## config.mk

```make
export PLATFORM = sky130hd
export DESIGN_NAME = adc_scan_seq
export DESIGN_NICKNAME = d
export VERILOG_FILES = /design/src/core/adc_seq_pkg.sv /design/src/core/adc_scan_seq.sv /design/src/core/adc_chan_list.sv /design/src/core/adc_result_format.sv
export SDC_FILE = /design/constraint.sdc
export NUM_CORES = 1
export LEC_CHECK = 0
export ABC_AREA = 1
export BUFFER_PORTS_ARGS = -buffer_cell sky130_fd_sc_hd__buf_2
export CORE_MARGIN = 2
export CORE_UTILIZATION = 30
export CTS_BUF_LIST = sky130_fd_sc_hd__clkbuf_16
export DETAILED_ROUTE_END_ITERATION = 16
export PLACE_DENSITY_LB_ADDON = 0.1
export SYNTH_ARGS = -nofsm -noshare
export SYNTH_HDL_FRONTEND = slang
export SYNTH_HIERARCHICAL = 1
export SYNTH_SLANG_ARGS = --single-unit
```

## constraint.sdc

```tcl
create_clock -name pclk -period 4.2 [get_ports pclk]
set_input_delay 0 -clock pclk [delete_from_list [all_inputs] [get_ports pclk]]
set_output_delay 0 -clock pclk [all_outputs]
set_load 0.1 [all_outputs]
```

## src/core/adc_seq_pkg.sv

```systemverilog
// shared constants for the scan / channel-list sequencer
// assumes a single pclk domain and an apb register slave with 32-bit data
package adc_seq_pkg;

  // ==========================================
  // clock and timing
  localparam int unsigned CLK_PERIOD_PS = 8000;
  // mux and gain settling time before each conversion
  localparam int unsigned SETTLE_NS = 1000;
  localparam logic [7:0] SETTLE_CYC = 8'((SETTLE_NS * 1000 + CLK_PERIOD_PS - 1) / CLK_PERIOD_PS);

  // ==========================================
  // widths
  localparam int CHAN_W = 3;
  localparam int RANGE_W = 3;
  localparam int CODE_W = 12;
  localparam int CNT_W = 16;
  localparam int LEN_W = 5;
  localparam int LIST_DEPTH = 16;
  localparam int IDX_W = 4;
  localparam int ADDR_W = 12;

  // ==========================================
  // input ranges, in selection-code order
  typedef enum logic [RANGE_W-1:0] {
    bipolar_twenty_volt_range,
    bipolar_ten_volt_range,
    bipolar_five_volt_range,
    bipolar_four_volt_range,
    bipolar_two_half_volt_range,
    bipolar_two_volt_range,
    bipolar_one_quarter_volt_range,
    bipolar_one_volt_range
  } range_e;

  // ==========================================
  // channel limits and result codes
  localparam logic [CHAN_W-1:0] SE_CHAN_MAX = 3'h7;
  localparam logic [CHAN_W-1:0] DIFF_CHAN_MAX = 3'h3;
  localparam logic [CODE_W-1:0] CODE_MID = 12'h800;
  localparam logic [CODE_W-1:0] CODE_FULL = 12'hfff;
  localparam logic [CODE_W-1:0] CODE_ZERO = 12'h000;
  localparam logic [CODE_W-1:0] SE_LSB_MASK = 12'hffe;

  // ==========================================
  // register byte offsets
  localparam logic [ADDR_W-1:0] ADDR_CTRL = 12'h000;
  localparam logic [ADDR_W-1:0] ADDR_CFG = 12'h004;
  localparam logic [ADDR_W-1:0] ADDR_COUNT = 12'h008;
  localparam logic [ADDR_W-1:0] ADDR_STATUS = 12'h00c;
  localparam logic [ADDR_W-1:0] ADDR_SAMPLES = 12'h010;
  localparam logic [ADDR_W-1:0] ADDR_RESULT = 12'h014;
  localparam logic [ADDR_W-1:0] ADDR_QADDR = 12'h018;
  localparam logic [ADDR_W-1:0] ADDR_QDATA = 12'h01c;

  // ==========================================
  // field positions
  localparam int CTRL_QEN_BIT = 0;
  localparam int CTRL_DIFF_BIT = 1;
  localparam int CTRL_START_BIT = 2;
  localparam int CTRL_ABORT_BIT = 3;
  localparam int CFG_START_LSB = 0;
  localparam int CFG_STOP_LSB = 4;
  localparam int CFG_RANGE_LSB = 8;
  localparam int CFG_LEN_LSB = 12;
  localparam int ST_BUSY_BIT = 0;
  localparam int ST_DONE_BIT = 1;
  localparam int ST_ERR_BIT = 2;
  localparam int ST_OVER_BIT = 3;
  localparam int ENT_CHAN_LSB = 0;
  localparam int ENT_RANGE_LSB = 4;
  localparam int RES_CODE_LSB = 0;
  localparam int RES_CHAN_LSB = 16;
  localparam int RES_RANGE_LSB = 20;

  // ==========================================
  // reset values
  localparam logic [CHAN_W-1:0] START_RST = 3'h0;
  localparam logic [CHAN_W-1:0] STOP_RST = 3'h0;
  localparam logic [LEN_W-1:0] LEN_RST = 5'h01;
  localparam logic [CNT_W-1:0] COUNT_RST = 16'h0001;

endpackage : adc_seq_pkg

```

## src/core/adc_scan_seq.sv

```systemverilog
// scan sequencer with channel/range list, apb register slave
// assumes converter pins are asynchronous to pclk; conv_data and the
// over-range flags are stable while conv_done is high
//
// What this block does
// - list off: step start to stop channel ascending at one fixed range.
// - local list storage of channel/range pairs, repeats and any order allowed.
// - list on: fetch element zero, apply channel and range, sample, then next.
// - after the last list element, wrap back to element zero.
// - keep scanning until acquired samples equal requested count, then stop.
// - over-range input gives saturated full-scale code, not a fault.
// - output coding is offset binary, zero volts gives code 2048.
// - eight single-ended or four differential channels limit valid channel numbers.
// - twelve bits in differential mode, eleven effective bits single-ended.
// - single-ended channels use only the ten volt range.
//
// Our own choices: the APB interface to the registers and the placing of the registers.
`timescale 1ns/1ps
module adc_scan_seq (
  // clock and reset
  input wire logic pclk,
  input wire logic presetn,
  // apb slave
  input wire logic psel,
  input wire logic penable,
  input wire logic pwrite,
  input wire logic [adc_seq_pkg::ADDR_W-1:0] paddr,
  input wire logic [31:0] pwdata,
  output logic [31:0] prdata,
  output logic pready,
  output logic pslverr,
  // converter front end
  output logic [adc_seq_pkg::CHAN_W-1:0] conv_chan,
  output logic [adc_seq_pkg::RANGE_W-1:0] conv_range,
  output logic conv_diff,
  output logic conv_start,
  input wire logic conv_done,
  input wire logic [adc_seq_pkg::CODE_W-1:0] conv_data,
  input wire logic conv_over_hi,
  input wire logic conv_over_lo,
  // result stream
  output logic res_valid,
  output logic [adc_seq_pkg::CODE_W-1:0] res_code,
  output logic [adc_seq_pkg::CHAN_W-1:0] res_chan,
  output logic [adc_seq_pkg::RANGE_W-1:0] res_range,
  output logic scan_busy
);
  import adc_seq_pkg::*;

  typedef enum logic [1:0] {S_IDLE, S_SETUP, S_CONV, S_WAIT} seq_state_e;

  // ==========================================
  // pin synchronisers
  logic done_s1_r, done_s2_r, done_s3_r;
  logic hi_s1_r, hi_s2_r, lo_s1_r, lo_s2_r;
  logic [CODE_W-1:0] data_s1_r, data_s2_r;
  logic done_rise;

  always_ff @(posedge pclk or negedge presetn) begin
    if (!presetn) begin
      done_s1_r <= 1'b0;
      done_s2_r <= 1'b0;
      done_s3_r <= 1'b0;
      hi_s1_r <= 1'b0;
      hi_s2_r <= 1'b0;
      lo_s1_r <= 1'b0;
      lo_s2_r <= 1'b0;
      data_s1_r <= '0;
      data_s2_r <= '0;
    end else begin
      done_s1_r <= conv_done;
      done_s2_r <= done_s1_r;
      done_s3_r <= done_s2_r;
      hi_s1_r <= conv_over_hi;
      hi_s2_r <= hi_s1_r;
      lo_s1_r <= conv_over_lo;
      lo_s2_r <= lo_s1_r;
      data_s1_r <= conv_data;
      data_s2_r <= data_s1_r;
    end
  end

  assign done_rise = done_s2_r & ~done_s3_r;

  // ==========================================
  // apb registers
  logic qen_r, qen_nxt, diff_r, diff_nxt;
  logic [CHAN_W-1:0] start_ch_r, start_ch_nxt, stop_ch_r, stop_ch_nxt;
  logic [RANGE_W-1:0] fix_range_r, fix_range_nxt;
  logic [LEN_W-1:0] len_r, len_nxt;
  logic [CNT_W-1:0] req_r, req_nxt;
  logic [IDX_W-1:0] qaddr_r, qaddr_nxt;
  logic done_r, done_nxt, err_r, err_nxt, over_r, over_nxt;
  logic go_r, go_nxt, abort_r, abort_nxt;
  logic wr_acc, rd_acc, mapped, list_wr;
  logic [CHAN_W-1:0] rb_chan;
  logic [RANGE_W-1:0] rb_range;
  // sequencer signals read by the register group
  seq_state_e state_r, state_nxt;
  logic fin_r, fin_nxt, fail_r, fail_nxt, sat_evt_r, sat_evt_nxt;
  logic [CNT_W-1:0] scount_r, scount_nxt;
  logic busy;

  assign busy = (state_r != S_IDLE);
  assign wr_acc = psel & penable & pwrite;
  assign rd_acc = psel & penable & ~pwrite;
  assign mapped = (paddr == ADDR_CTRL) | (paddr == ADDR_CFG) | (paddr == ADDR_COUNT) |
                  (paddr == ADDR_STATUS) | (paddr == ADDR_SAMPLES) | (paddr == ADDR_RESULT) |
                  (paddr == ADDR_QADDR) | (paddr == ADDR_QDATA);
  // zero wait states; every access completes in its first access cycle
  assign pready = 1'b1;
  assign pslverr = psel & penable & ~mapped;
  // list edits during a scan are dropped so the running sequence stays intact
  assign list_wr = wr_acc & (paddr == ADDR_QDATA) & ~busy;

  always_comb begin
    qen_nxt = qen_r;
    diff_nxt = diff_r;
    start_ch_nxt = start_ch_r;
    stop_ch_nxt = stop_ch_r;
    fix_range_nxt = fix_range_r;
    len_nxt = len_r;
    req_nxt = req_r;
    qaddr_nxt = qaddr_r;
    go_nxt = 1'b0;
    abort_nxt = 1'b0;
    done_nxt = done_r;
    err_nxt = err_r;
    over_nxt = over_r;
    if (wr_acc) begin
      case (paddr)
        ADDR_CTRL: begin
          abort_nxt = pwdata[CTRL_ABORT_BIT];
          if (!busy) begin
            qen_nxt = pwdata[CTRL_QEN_BIT];
            diff_nxt = pwdata[CTRL_DIFF_BIT];
            go_nxt = pwdata[CTRL_START_BIT];
          end
        end
        ADDR_CFG: begin
          if (!busy) begin
            start_ch_nxt = pwdata[CFG_START_LSB +: CHAN_W];
            stop_ch_nxt = pwdata[CFG_STOP_LSB +: CHAN_W];
            fix_range_nxt = pwdata[CFG_RANGE_LSB +: RANGE_W];
            len_nxt = pwdata[CFG_LEN_LSB +: LEN_W];
          end
        end
        ADDR_COUNT: begin
          if (!busy) begin
            req_nxt = pwdata[CNT_W-1:0];
          end
        end
        ADDR_STATUS: begin
          // write one to clear
          if (pwdata[ST_DONE_BIT]) done_nxt = 1'b0;
          if (pwdata[ST_ERR_BIT]) err_nxt = 1'b0;
          if (pwdata[ST_OVER_BIT]) over_nxt = 1'b0;
        end
        ADDR_QADDR: begin
          qaddr_nxt = pwdata[IDX_W-1:0];
        end
        default: begin
        end
      endcase
    end
    // each list write steps the pointer, so a list loads with one burst
    if (list_wr) begin
      qaddr_nxt = qaddr_r + IDX_W'(1);
    end
    // hardware events win over a clear in the same cycle
    if (fin_r) done_nxt = 1'b1;
    if (fail_r) err_nxt = 1'b1;
    if (sat_evt_r) over_nxt = 1'b1;
  end

  always_ff @(posedge pclk or negedge presetn) begin
    if (!presetn) begin
      qen_r <= 1'b0;
      diff_r <= 1'b0;
      start_ch_r <= START_RST;
      stop_ch_r <= STOP_RST;
      fix_range_r <= bipolar_ten_volt_range;
      len_r <= LEN_RST;
      req_r <= COUNT_RST;
      qaddr_r <= '0;
      go_r <= 1'b0;
      abort_r <= 1'b0;
      done_r <= 1'b0;
      err_r <= 1'b0;
      over_r <= 1'b0;
    end else begin
      qen_r <= qen_nxt;
      diff_r <= diff_nxt;
      start_ch_r <= start_ch_nxt;
      stop_ch_r <= stop_ch_nxt;
      fix_range_r <= fix_range_nxt;
      len_r <= len_nxt;
      req_r <= req_nxt;
      qaddr_r <= qaddr_nxt;
      go_r <= go_nxt;
      abort_r <= abort_nxt;
      done_r <= done_nxt;
      err_r <= err_nxt;
      over_r <= over_nxt;
    end
  end

  always_comb begin
    prdata = '0;
    if (rd_acc) begin
      case (paddr)
        ADDR_CTRL: begin
          prdata[CTRL_QEN_BIT] = qen_r;
          prdata[CTRL_DIFF_BIT] = diff_r;
        end
        ADDR_CFG: begin
          prdata[CFG_START_LSB +: CHAN_W] = start_ch_r;
          prdata[CFG_STOP_LSB +: CHAN_W] = stop_ch_r;
          prdata[CFG_RANGE_LSB +: RANGE_W] = fix_range_r;
          prdata[CFG_LEN_LSB +: LEN_W] = len_r;
        end
        ADDR_COUNT: prdata[CNT_W-1:0] = req_r;
        ADDR_STATUS: begin
          prdata[ST_BUSY_BIT] = busy;
          prdata[ST_DONE_BIT] = done_r;
          prdata[ST_ERR_BIT] = err_r;
          prdata[ST_OVER_BIT] = over_r;
        end
        ADDR_SAMPLES: prdata[CNT_W-1:0] = scount_r;
        ADDR_RESULT: begin
          prdata[RES_CODE_LSB +: CODE_W] = res_code;
          prdata[RES_CHAN_LSB +: CHAN_W] = res_chan;
          prdata[RES_RANGE_LSB +: RANGE_W] = res_range;
        end
        ADDR_QADDR: prdata[IDX_W-1:0] = qaddr_r;
        ADDR_QDATA: begin
          prdata[ENT_CHAN_LSB +: CHAN_W] = rb_chan;
          prdata[ENT_RANGE_LSB +: RANGE_W] = rb_range;
        end
        default: prdata = '0;
      endcase
    end
  end

  // ==========================================
  // channel list and result formatting
  logic [IDX_W-1:0] idx_r, idx_nxt;
  logic [CHAN_W-1:0] q_chan;
  logic [RANGE_W-1:0] q_range;
  logic [CODE_W-1:0] fmt_code;
  logic fmt_sat;

  adc_chan_list #(.DEPTH(LIST_DEPTH), .IW(IDX_W)) u_list (
    .pclk(pclk),
    .presetn(presetn),
    .wr_en(list_wr),
    .wr_idx(qaddr_r),
    .wr_chan(pwdata[ENT_CHAN_LSB +: CHAN_W]),
    .wr_range(pwdata[ENT_RANGE_LSB +: RANGE_W]),
    .rd_idx_a(idx_r),
    .chan_a(q_chan),
    .range_a(q_range),
    .rd_idx_b(qaddr_r),
    .chan_b(rb_chan),
    .range_b(rb_range)
  );

  adc_result_format u_fmt (
    .raw_code(data_s2_r),
    .over_hi(hi_s2_r),
    .over_lo(lo_s2_r),
    .diff_mode(conv_diff),
    .code(fmt_code),
    .saturated(fmt_sat)
  );

  // ==========================================
  // sequencer
  logic [CHAN_W-1:0] chan_r, chan_nxt, chan_max, sel_chan;
  logic [RANGE_W-1:0] range_r, range_nxt, sel_range;
  logic [7:0] settle_r, settle_nxt;
  logic start_r, start_nxt, rv_r, rv_nxt;
  logic [CODE_W-1:0] rcode_r, rcode_nxt;
  logic [CHAN_W-1:0] rchan_r, rchan_nxt;
  logic [RANGE_W-1:0] rrange_r, rrange_nxt;
  logic cfg_ok, last_elem;

  assign chan_max = diff_r ? DIFF_CHAN_MAX : SE_CHAN_MAX;
  assign cfg_ok = (req_r != '0) &&
                  (qen_r ? (len_r != '0 && len_r <= LEN_W'(LIST_DEPTH))
                         : (start_ch_r <= stop_ch_r && stop_ch_r <= chan_max));
  assign sel_chan = qen_r ? q_chan : CHAN_W'(idx_r);
  assign sel_range = qen_r ? q_range : fix_range_r;
  assign last_elem = qen_r ? (idx_r == IDX_W'(len_r - LEN_W'(1))) : (CHAN_W'(idx_r) == stop_ch_r);

  always_comb begin
    state_nxt = state_r;
    idx_nxt = idx_r;
    chan_nxt = chan_r;
    range_nxt = range_r;
    settle_nxt = settle_r;
    scount_nxt = scount_r;
    start_nxt = 1'b0;
    rv_nxt = 1'b0;
    rcode_nxt = rcode_r;
    rchan_nxt = rchan_r;
    rrange_nxt = rrange_r;
    fin_nxt = 1'b0;
    fail_nxt = 1'b0;
    sat_evt_nxt = 1'b0;
    case (state_r)
      S_IDLE: begin
        if (go_r) begin
          if (cfg_ok) begin
            idx_nxt = qen_r ? '0 : IDX_W'(start_ch_r);
            scount_nxt = '0;
            state_nxt = S_SETUP;
            settle_nxt = '0;
          end else begin
            fail_nxt = 1'b1;
          end
        end
      end
      S_SETUP: begin
        // channel and range are applied before the conversion is started
        if (sel_chan > chan_max) begin
          fail_nxt = 1'b1;
          state_nxt = S_IDLE;
        end else begin
          chan_nxt = sel_chan;
          range_nxt = diff_r ? sel_range : RANGE_W'(bipolar_ten_volt_range);
          settle_nxt = settle_r + 8'h01;
          if (settle_r == SETTLE_CYC) begin
            state_nxt = S_CONV;
          end
        end
      end
      S_CONV: begin
        // wait for the previous done to drop so an old level is not taken
        if (!done_s2_r) begin
          start_nxt = 1'b1;
          state_nxt = S_WAIT;
        end
      end
      S_WAIT: begin
        if (done_rise) begin
          rv_nxt = 1'b1;
          rcode_nxt = fmt_code;
          rchan_nxt = chan_r;
          rrange_nxt = range_r;
          sat_evt_nxt = fmt_sat;
          scount_nxt = scount_r + CNT_W'(1);
          settle_nxt = '0;
          if (scount_r + CNT_W'(1) == req_r) begin
            fin_nxt = 1'b1;
            state_nxt = S_IDLE;
          end else begin
            state_nxt = S_SETUP;
            if (last_elem) begin
              idx_nxt = qen_r ? '0 : IDX_W'(start_ch_r);
            end else begin
              idx_nxt = idx_r + IDX_W'(1);
            end
          end
        end
      end
      default: state_nxt = S_IDLE;
    endcase
    // abort drops the scan at once; a conversion in flight is discarded
    if (abort_r) begin
      state_nxt = S_IDLE;
      start_nxt = 1'b0;
    end
  end

  always_ff @(posedge pclk or negedge presetn) begin
    if (!presetn) begin
      state_r <= S_IDLE;
      idx_r <= '0;
      chan_r <= '0;
      range_r <= bipolar_ten_volt_range;
      settle_r <= '0;
      scount_r <= '0;
      start_r <= 1'b0;
      rv_r <= 1'b0;
      rcode_r <= CODE_MID;
      rchan_r <= '0;
      rrange_r <= bipolar_ten_volt_range;
      fin_r <= 1'b0;
      fail_r <= 1'b0;
      sat_evt_r <= 1'b0;
    end else begin
      state_r <= state_nxt;
      idx_r <= idx_nxt;
      chan_r <= chan_nxt;
      range_r <= range_nxt;
      settle_r <= settle_nxt;
      scount_r <= scount_nxt;
      start_r <= start_nxt;
      rv_r <= rv_nxt;
      rcode_r <= rcode_nxt;
      rchan_r <= rchan_nxt;
      rrange_r <= rrange_nxt;
      fin_r <= fin_nxt;
      fail_r <= fail_nxt;
      sat_evt_r <= sat_evt_nxt;
    end
  end

  assign conv_chan = chan_r;
  assign conv_range = range_r;
  assign conv_diff = diff_r;
  assign conv_start = start_r;
  assign res_valid = rv_r;
  assign res_code = rcode_r;
  assign res_chan = rchan_r;
  assign res_range = rrange_r;
  assign scan_busy = busy;

endmodule : adc_scan_seq

```

## src/core/adc_chan_list.sv

```systemverilog
// channel list storage: one channel / range pair per entry, flip-flops
// assumes one writer port and two independent combinational read ports
`timescale 1ns/1ps
module adc_chan_list #(
  parameter int DEPTH = adc_seq_pkg::LIST_DEPTH,
  parameter int IW = adc_seq_pkg::IDX_W
) (
  // clock and reset
  input wire logic pclk,
  input wire logic presetn,
  // write port
  input wire logic wr_en,
  input wire logic [IW-1:0] wr_idx,
  input wire logic [adc_seq_pkg::CHAN_W-1:0] wr_chan,
  input wire logic [adc_seq_pkg::RANGE_W-1:0] wr_range,
  // read port a (sequencer)
  input wire logic [IW-1:0] rd_idx_a,
  output logic [adc_seq_pkg::CHAN_W-1:0] chan_a,
  output logic [adc_seq_pkg::RANGE_W-1:0] range_a,
  // read port b (register readback)
  input wire logic [IW-1:0] rd_idx_b,
  output logic [adc_seq_pkg::CHAN_W-1:0] chan_b,
  output logic [adc_seq_pkg::RANGE_W-1:0] range_b
);
  import adc_seq_pkg::*;

  logic [CHAN_W-1:0] chan_r [DEPTH];
  logic [RANGE_W-1:0] range_r [DEPTH];

  // ==========================================
  // entries: channels may repeat and sit in any order
  for (genvar i = 0; i < DEPTH; i++) begin : g_ent
    logic [CHAN_W-1:0] chan_nxt;
    logic [RANGE_W-1:0] range_nxt;
    always_comb begin
      chan_nxt = chan_r[i];
      range_nxt = range_r[i];
      if (wr_en && wr_idx == IW'(i)) begin
        chan_nxt = wr_chan;
        range_nxt = wr_range;
      end
    end
    always_ff @(posedge pclk or negedge presetn) begin
      if (!presetn) begin
        chan_r[i] <= '0;
        range_r[i] <= bipolar_ten_volt_range;
      end else begin
        chan_r[i] <= chan_nxt;
        range_r[i] <= range_nxt;
      end
    end
  end

  assign chan_a = chan_r[rd_idx_a];
  assign range_a = range_r[rd_idx_a];
  assign chan_b = chan_r[rd_idx_b];
  assign range_b = range_r[rd_idx_b];

endmodule : adc_chan_list

```

## src/core/adc_result_format.sv

```systemverilog
// turns the converter's signed code into the offset-binary result
// assumes the over-range flags arrive with the code they belong to
`timescale 1ns/1ps
module adc_result_format (
  // converter side
  input wire logic [adc_seq_pkg::CODE_W-1:0] raw_code,
  input wire logic over_hi,
  input wire logic over_lo,
  input wire logic diff_mode,
  // result
  output logic [adc_seq_pkg::CODE_W-1:0] code,
  output logic saturated
);
  import adc_seq_pkg::*;

  logic [CODE_W-1:0] biased;

  // ==========================================
  // two's complement plus mid-scale is offset binary; 0 v lands on 2048
  assign biased = raw_code ^ CODE_MID;

  always_comb begin
    saturated = over_hi | over_lo;
    if (over_hi) begin
      code = CODE_FULL;
    end else if (over_lo) begin
      code = CODE_ZERO;
    end else if (diff_mode) begin
      code = biased;
    end else begin
      // single-ended only has eleven effective bits
      code = biased & SE_LSB_MASK;
    end
  end

endmodule : adc_result_format

```

==> flow_summary_export.csv <==
group,metric,value,unit
pwr,post-layout-total-power,4.94,mW
global_route,grt_antenna_before_repair,0,
detailed_routing,wl_cell,18.1,um
sta,total_negative_slack,0,ps
detailed_routing,firstDrtPassIters,7,
cts,clk_pin_slew_worst_paths,60,ps
critical_path,worst_endpoint_required_time,4200,ps
floorplanning,num_rows,76,
critical_path,critical_path_class,"primary input to output port",
finish,mostFrequentLayoutCells,"nand2_1 (561), inv_1 (244), nand3_1 (237), dfrtp_1 (204), buf_2 (95)",
finish,n_antenna_cell,0,
cts,clkLatencyLatePin,590,ps
critical_path,worstRegToRegCells,10,
synthesis,primary_flip_flop_cell_chosen_by_synthesis_mapping,"dfrtp_1",
finish,fin_nets,1979,
worst_hold_path,type_of_the_worst_min_delay_path,"primary input to register",
detailed_routing,count_of_nets_left_with_antenna_violations_after_detail_routing,0,
global_route,grt_start_max_net_pins,103,
critical_path,startpoint_type,"primary input",
synthesis,synth-seq-area-share,43.9,%
cts,ctsRootBufferMaster,"clkbuf_16",
placement,number_of_input_and_output_port_buffers_inserted,99,
floorplanning,initial_core_utilization,30.3,%
detailed_routing,routed.top_layer,"met4",
detailed_routing,post-route-drc-count,0,
synthesis,syn-mean-instance-area,7.27,um^2
critical_path,r2r-start,"state_r[0]",
outcome,outcome,"finished clean",
detailed_routing,wl_met3,2200,um
finish,layout-drive-gt1-share,13.6,%
pwr,pwr_density_cell,321,nW/um^2
sta,hold_violations,0,
global_route,vias_in_the_first_global_route,11700,
floorplanning,fp.dieW,212,um
sta,final_period_minus_worst_setup_slack,4020,ps
detailed_routing,detailedRoute.firstIterationViolations,968,
pwr,vdd_drop_max,0.320,mV
detailed_routing,routed-via-count,12000,
floorplanning,io_pins,126,
global_route,grt_first_pass_wirelength,70100,um
cts,tritoncts,"done",
sta,setup_viol,0,
cts,number_of_post_cts_setup_repair_buffers,0,
sta,max_clk_rate,249,MHz
placement,place_hpwl,31100,um
detailed_routing,routed_wl,45400,um
cts,clock_path_buffers,3,
global_route,groute.usage.overall,20.4,%
finish,areaGrowthSynthToFinish,18.2,%
synthesis,ys_types,51,
detailed_routing,wl_met1,21600,um
synthesis,synth_top_area_share,39.4,%
synthesis,synthCells,1790,
floorplanning,fp.dieH,212,um
critical_path,timing.critical_path.to_type,"output port",
synthesis,syn_area,13000,um^2
sta,finalMaxSlewViolations,0,
cts,htree_num_levels,1,
synthesis,synth_top_cells_by_area,"dfrtp_1 (39%), nand2_1 (16%), nand3_1 (9.1%)",
synthesis,post_synth_top_area_cell,"dfrtp_1",
synthesis,synthesis.yosys.warnings,6,
sta,timing_worst_slew_pin_value,1010,ps
critical_path,crit_path_start,"paddr[4]",
synthesis,ys_seq_elements,227,
cts,clock-sinks,227,
placement,place.gp.congestion,0.897,
synthesis,synth_enable_flop_cells,0,
synthesis,ys_async_sr_fraction,100,%
detailed_routing,drt-vias-per-instance,4.77,
detailed_routing,detailroute.wirelength.met2,20300,um
pwr,power.static_leakage,7.56,nW
sta,rsz0062_at_grt,"false",
sta,timing.max_slew.rel_slack,32.6,%
sta,final_worst_path_cycle_share,95.8,%
critical_path,setup.worst_path.end,"prdata[6]",
floorplanning,die_outline_area,45100,um^2
critical_path,r2r_slack,1220,ps
cts,cts_made_buffers,29,
job,drv_cap,0,
finish,layout.cells.most_common,"nand2_1",
critical_path,critPathMaxFanout,12,
floorplanning,core_region_area,43000,um^2
sta,clock_skew,25.8,ps
global_route,grt_overflow,0,
critical_path,worstReg2RegEnd,"u_list/range_r[5]",
critical_path,worst_ep_arrival_time,4020,ps
==> synthesized netlist by cell type (10+ instances only) <==
cell type / n
o22ai_1: 18
buf_2: 37
nor2_2: 12
xor2_1: 13
nand2_1: 561
a21oi_1: 28
mux2i_1: 12
inv_2: 14
ha_1: 10
buf_4: 19
inv_1: 234
o21ai_1: 53
nand4_1: 15
dfstp_2: 22
nor2_1: 80
nand2_2: 22
dfrtp_1: 205
o21ai_0: 84
clkbuf_1: 29
nand3_1: 237
==> power breakdown <==
group / leakage [nW] / switching [mW] / total, mW / internal (mW)
logic: 4.13 / 0.160 / 0.213 / 0.0530
registers: 2.92 / 0.00497 / 2.21 / 2.20
clock network: 0.504 / 1.02 / 2.51 / 1.50
total: 7.56 / 1.18 / 4.94 / 3.75
==> worst min-delay path by stage <==
| stage | slack (ps) | startpoint | cells past startpoint | to |
|---|---|---|---|---|
| floorplan | -300 | presetn | 0 | abort_r |
| global placement | 110 | conv_data[10] | 1 | data_s1_r[10] |
| detailed placement | 110 | conv_data[6] | 1 | data_s1_r[6] |
| CTS | 7 | conv_data[6] | 2 | data_s1_r[6] |
| global route | 30 | conv_data[6] | 2 | data_s1_r[6] |
| finish | 30 | paddr[5] | 7 | qaddr_r[2] |
==> area by class of cell <==
type                    instances  area, um^2
fillers                      4678       27600
repair buffers                165        1120
inverters                     248         931
multi-input cells            1234        5940
well taps                     585         732
flip-flops and latches        227        5710
clock inverters                24         226
clock buffers                  29         726
==> kinds of logic after synthesis <==
family,share of synthesized area [%]
other,0.0577
adders and majority gates,0.962
muxes,1.10
AOI/OAI and AO/OA,9.42
DFF,43.9
buffers and inverters,10.8
xor gates and xnor gates,1.35
and+or+nand+nor,32.5
==> layer usage <==
layer / up-vias / track usage [%]
li1: 5907 / -
met1: 5698 / 29.0
met2: 306 / 32.3
met3: 83 / 2.47
met4: 0 / 6.53
met5: - / 0
==> stage by stage <==
stage	instance area, um^2	hold WS [ps]	setup WS [ps]	std cells	utilization, %
after floorplan	13000	-296	719	1799	-
after global placement	14000	109	1300	2416	32.5
after detailed placement	14000	109	1270	2416	32.5
after CTS	15400	7.30	140	2512	35.8
after global routing	15400	27.9	17.5	2512	35.8
final	15400	33.3	178	2512	35.8
==> registers in the layout, indices dropped and copies added, names as in the netlist, 4 cells and up <==
signal	count
u_list/range_r	48
data_s1_r	12
req_r	16
data_s2_r	12
scount_r	16
len_r	5
u_list/chan_r	48
res_code	12
idx_r	4
qaddr_r	4
settle_r	8
==> critical path: stages <==
cell           delay [ps]
dlygate4sd3_1         530
buf_2                 130
nor2_1                 70
dlygate4sd3_1         550
nand3_1                60
dlygate4sd3_1         590
nor2_4                160
nand2_1               140
nor2_4                250
inv_1                 330
nand2_1               220
o21ai_0               240
a31oi_1               390
buf_4                 360
==> what timing repair did <==
item / CTS / global route
hold buffers: 43 / 0
endpoints found under the setup margin: 0 / 3
gates resized for setup: 0 / 4
hold endpoints to repair: 165 / 0
Note: power is estimated with default switching activity, not from simulation.
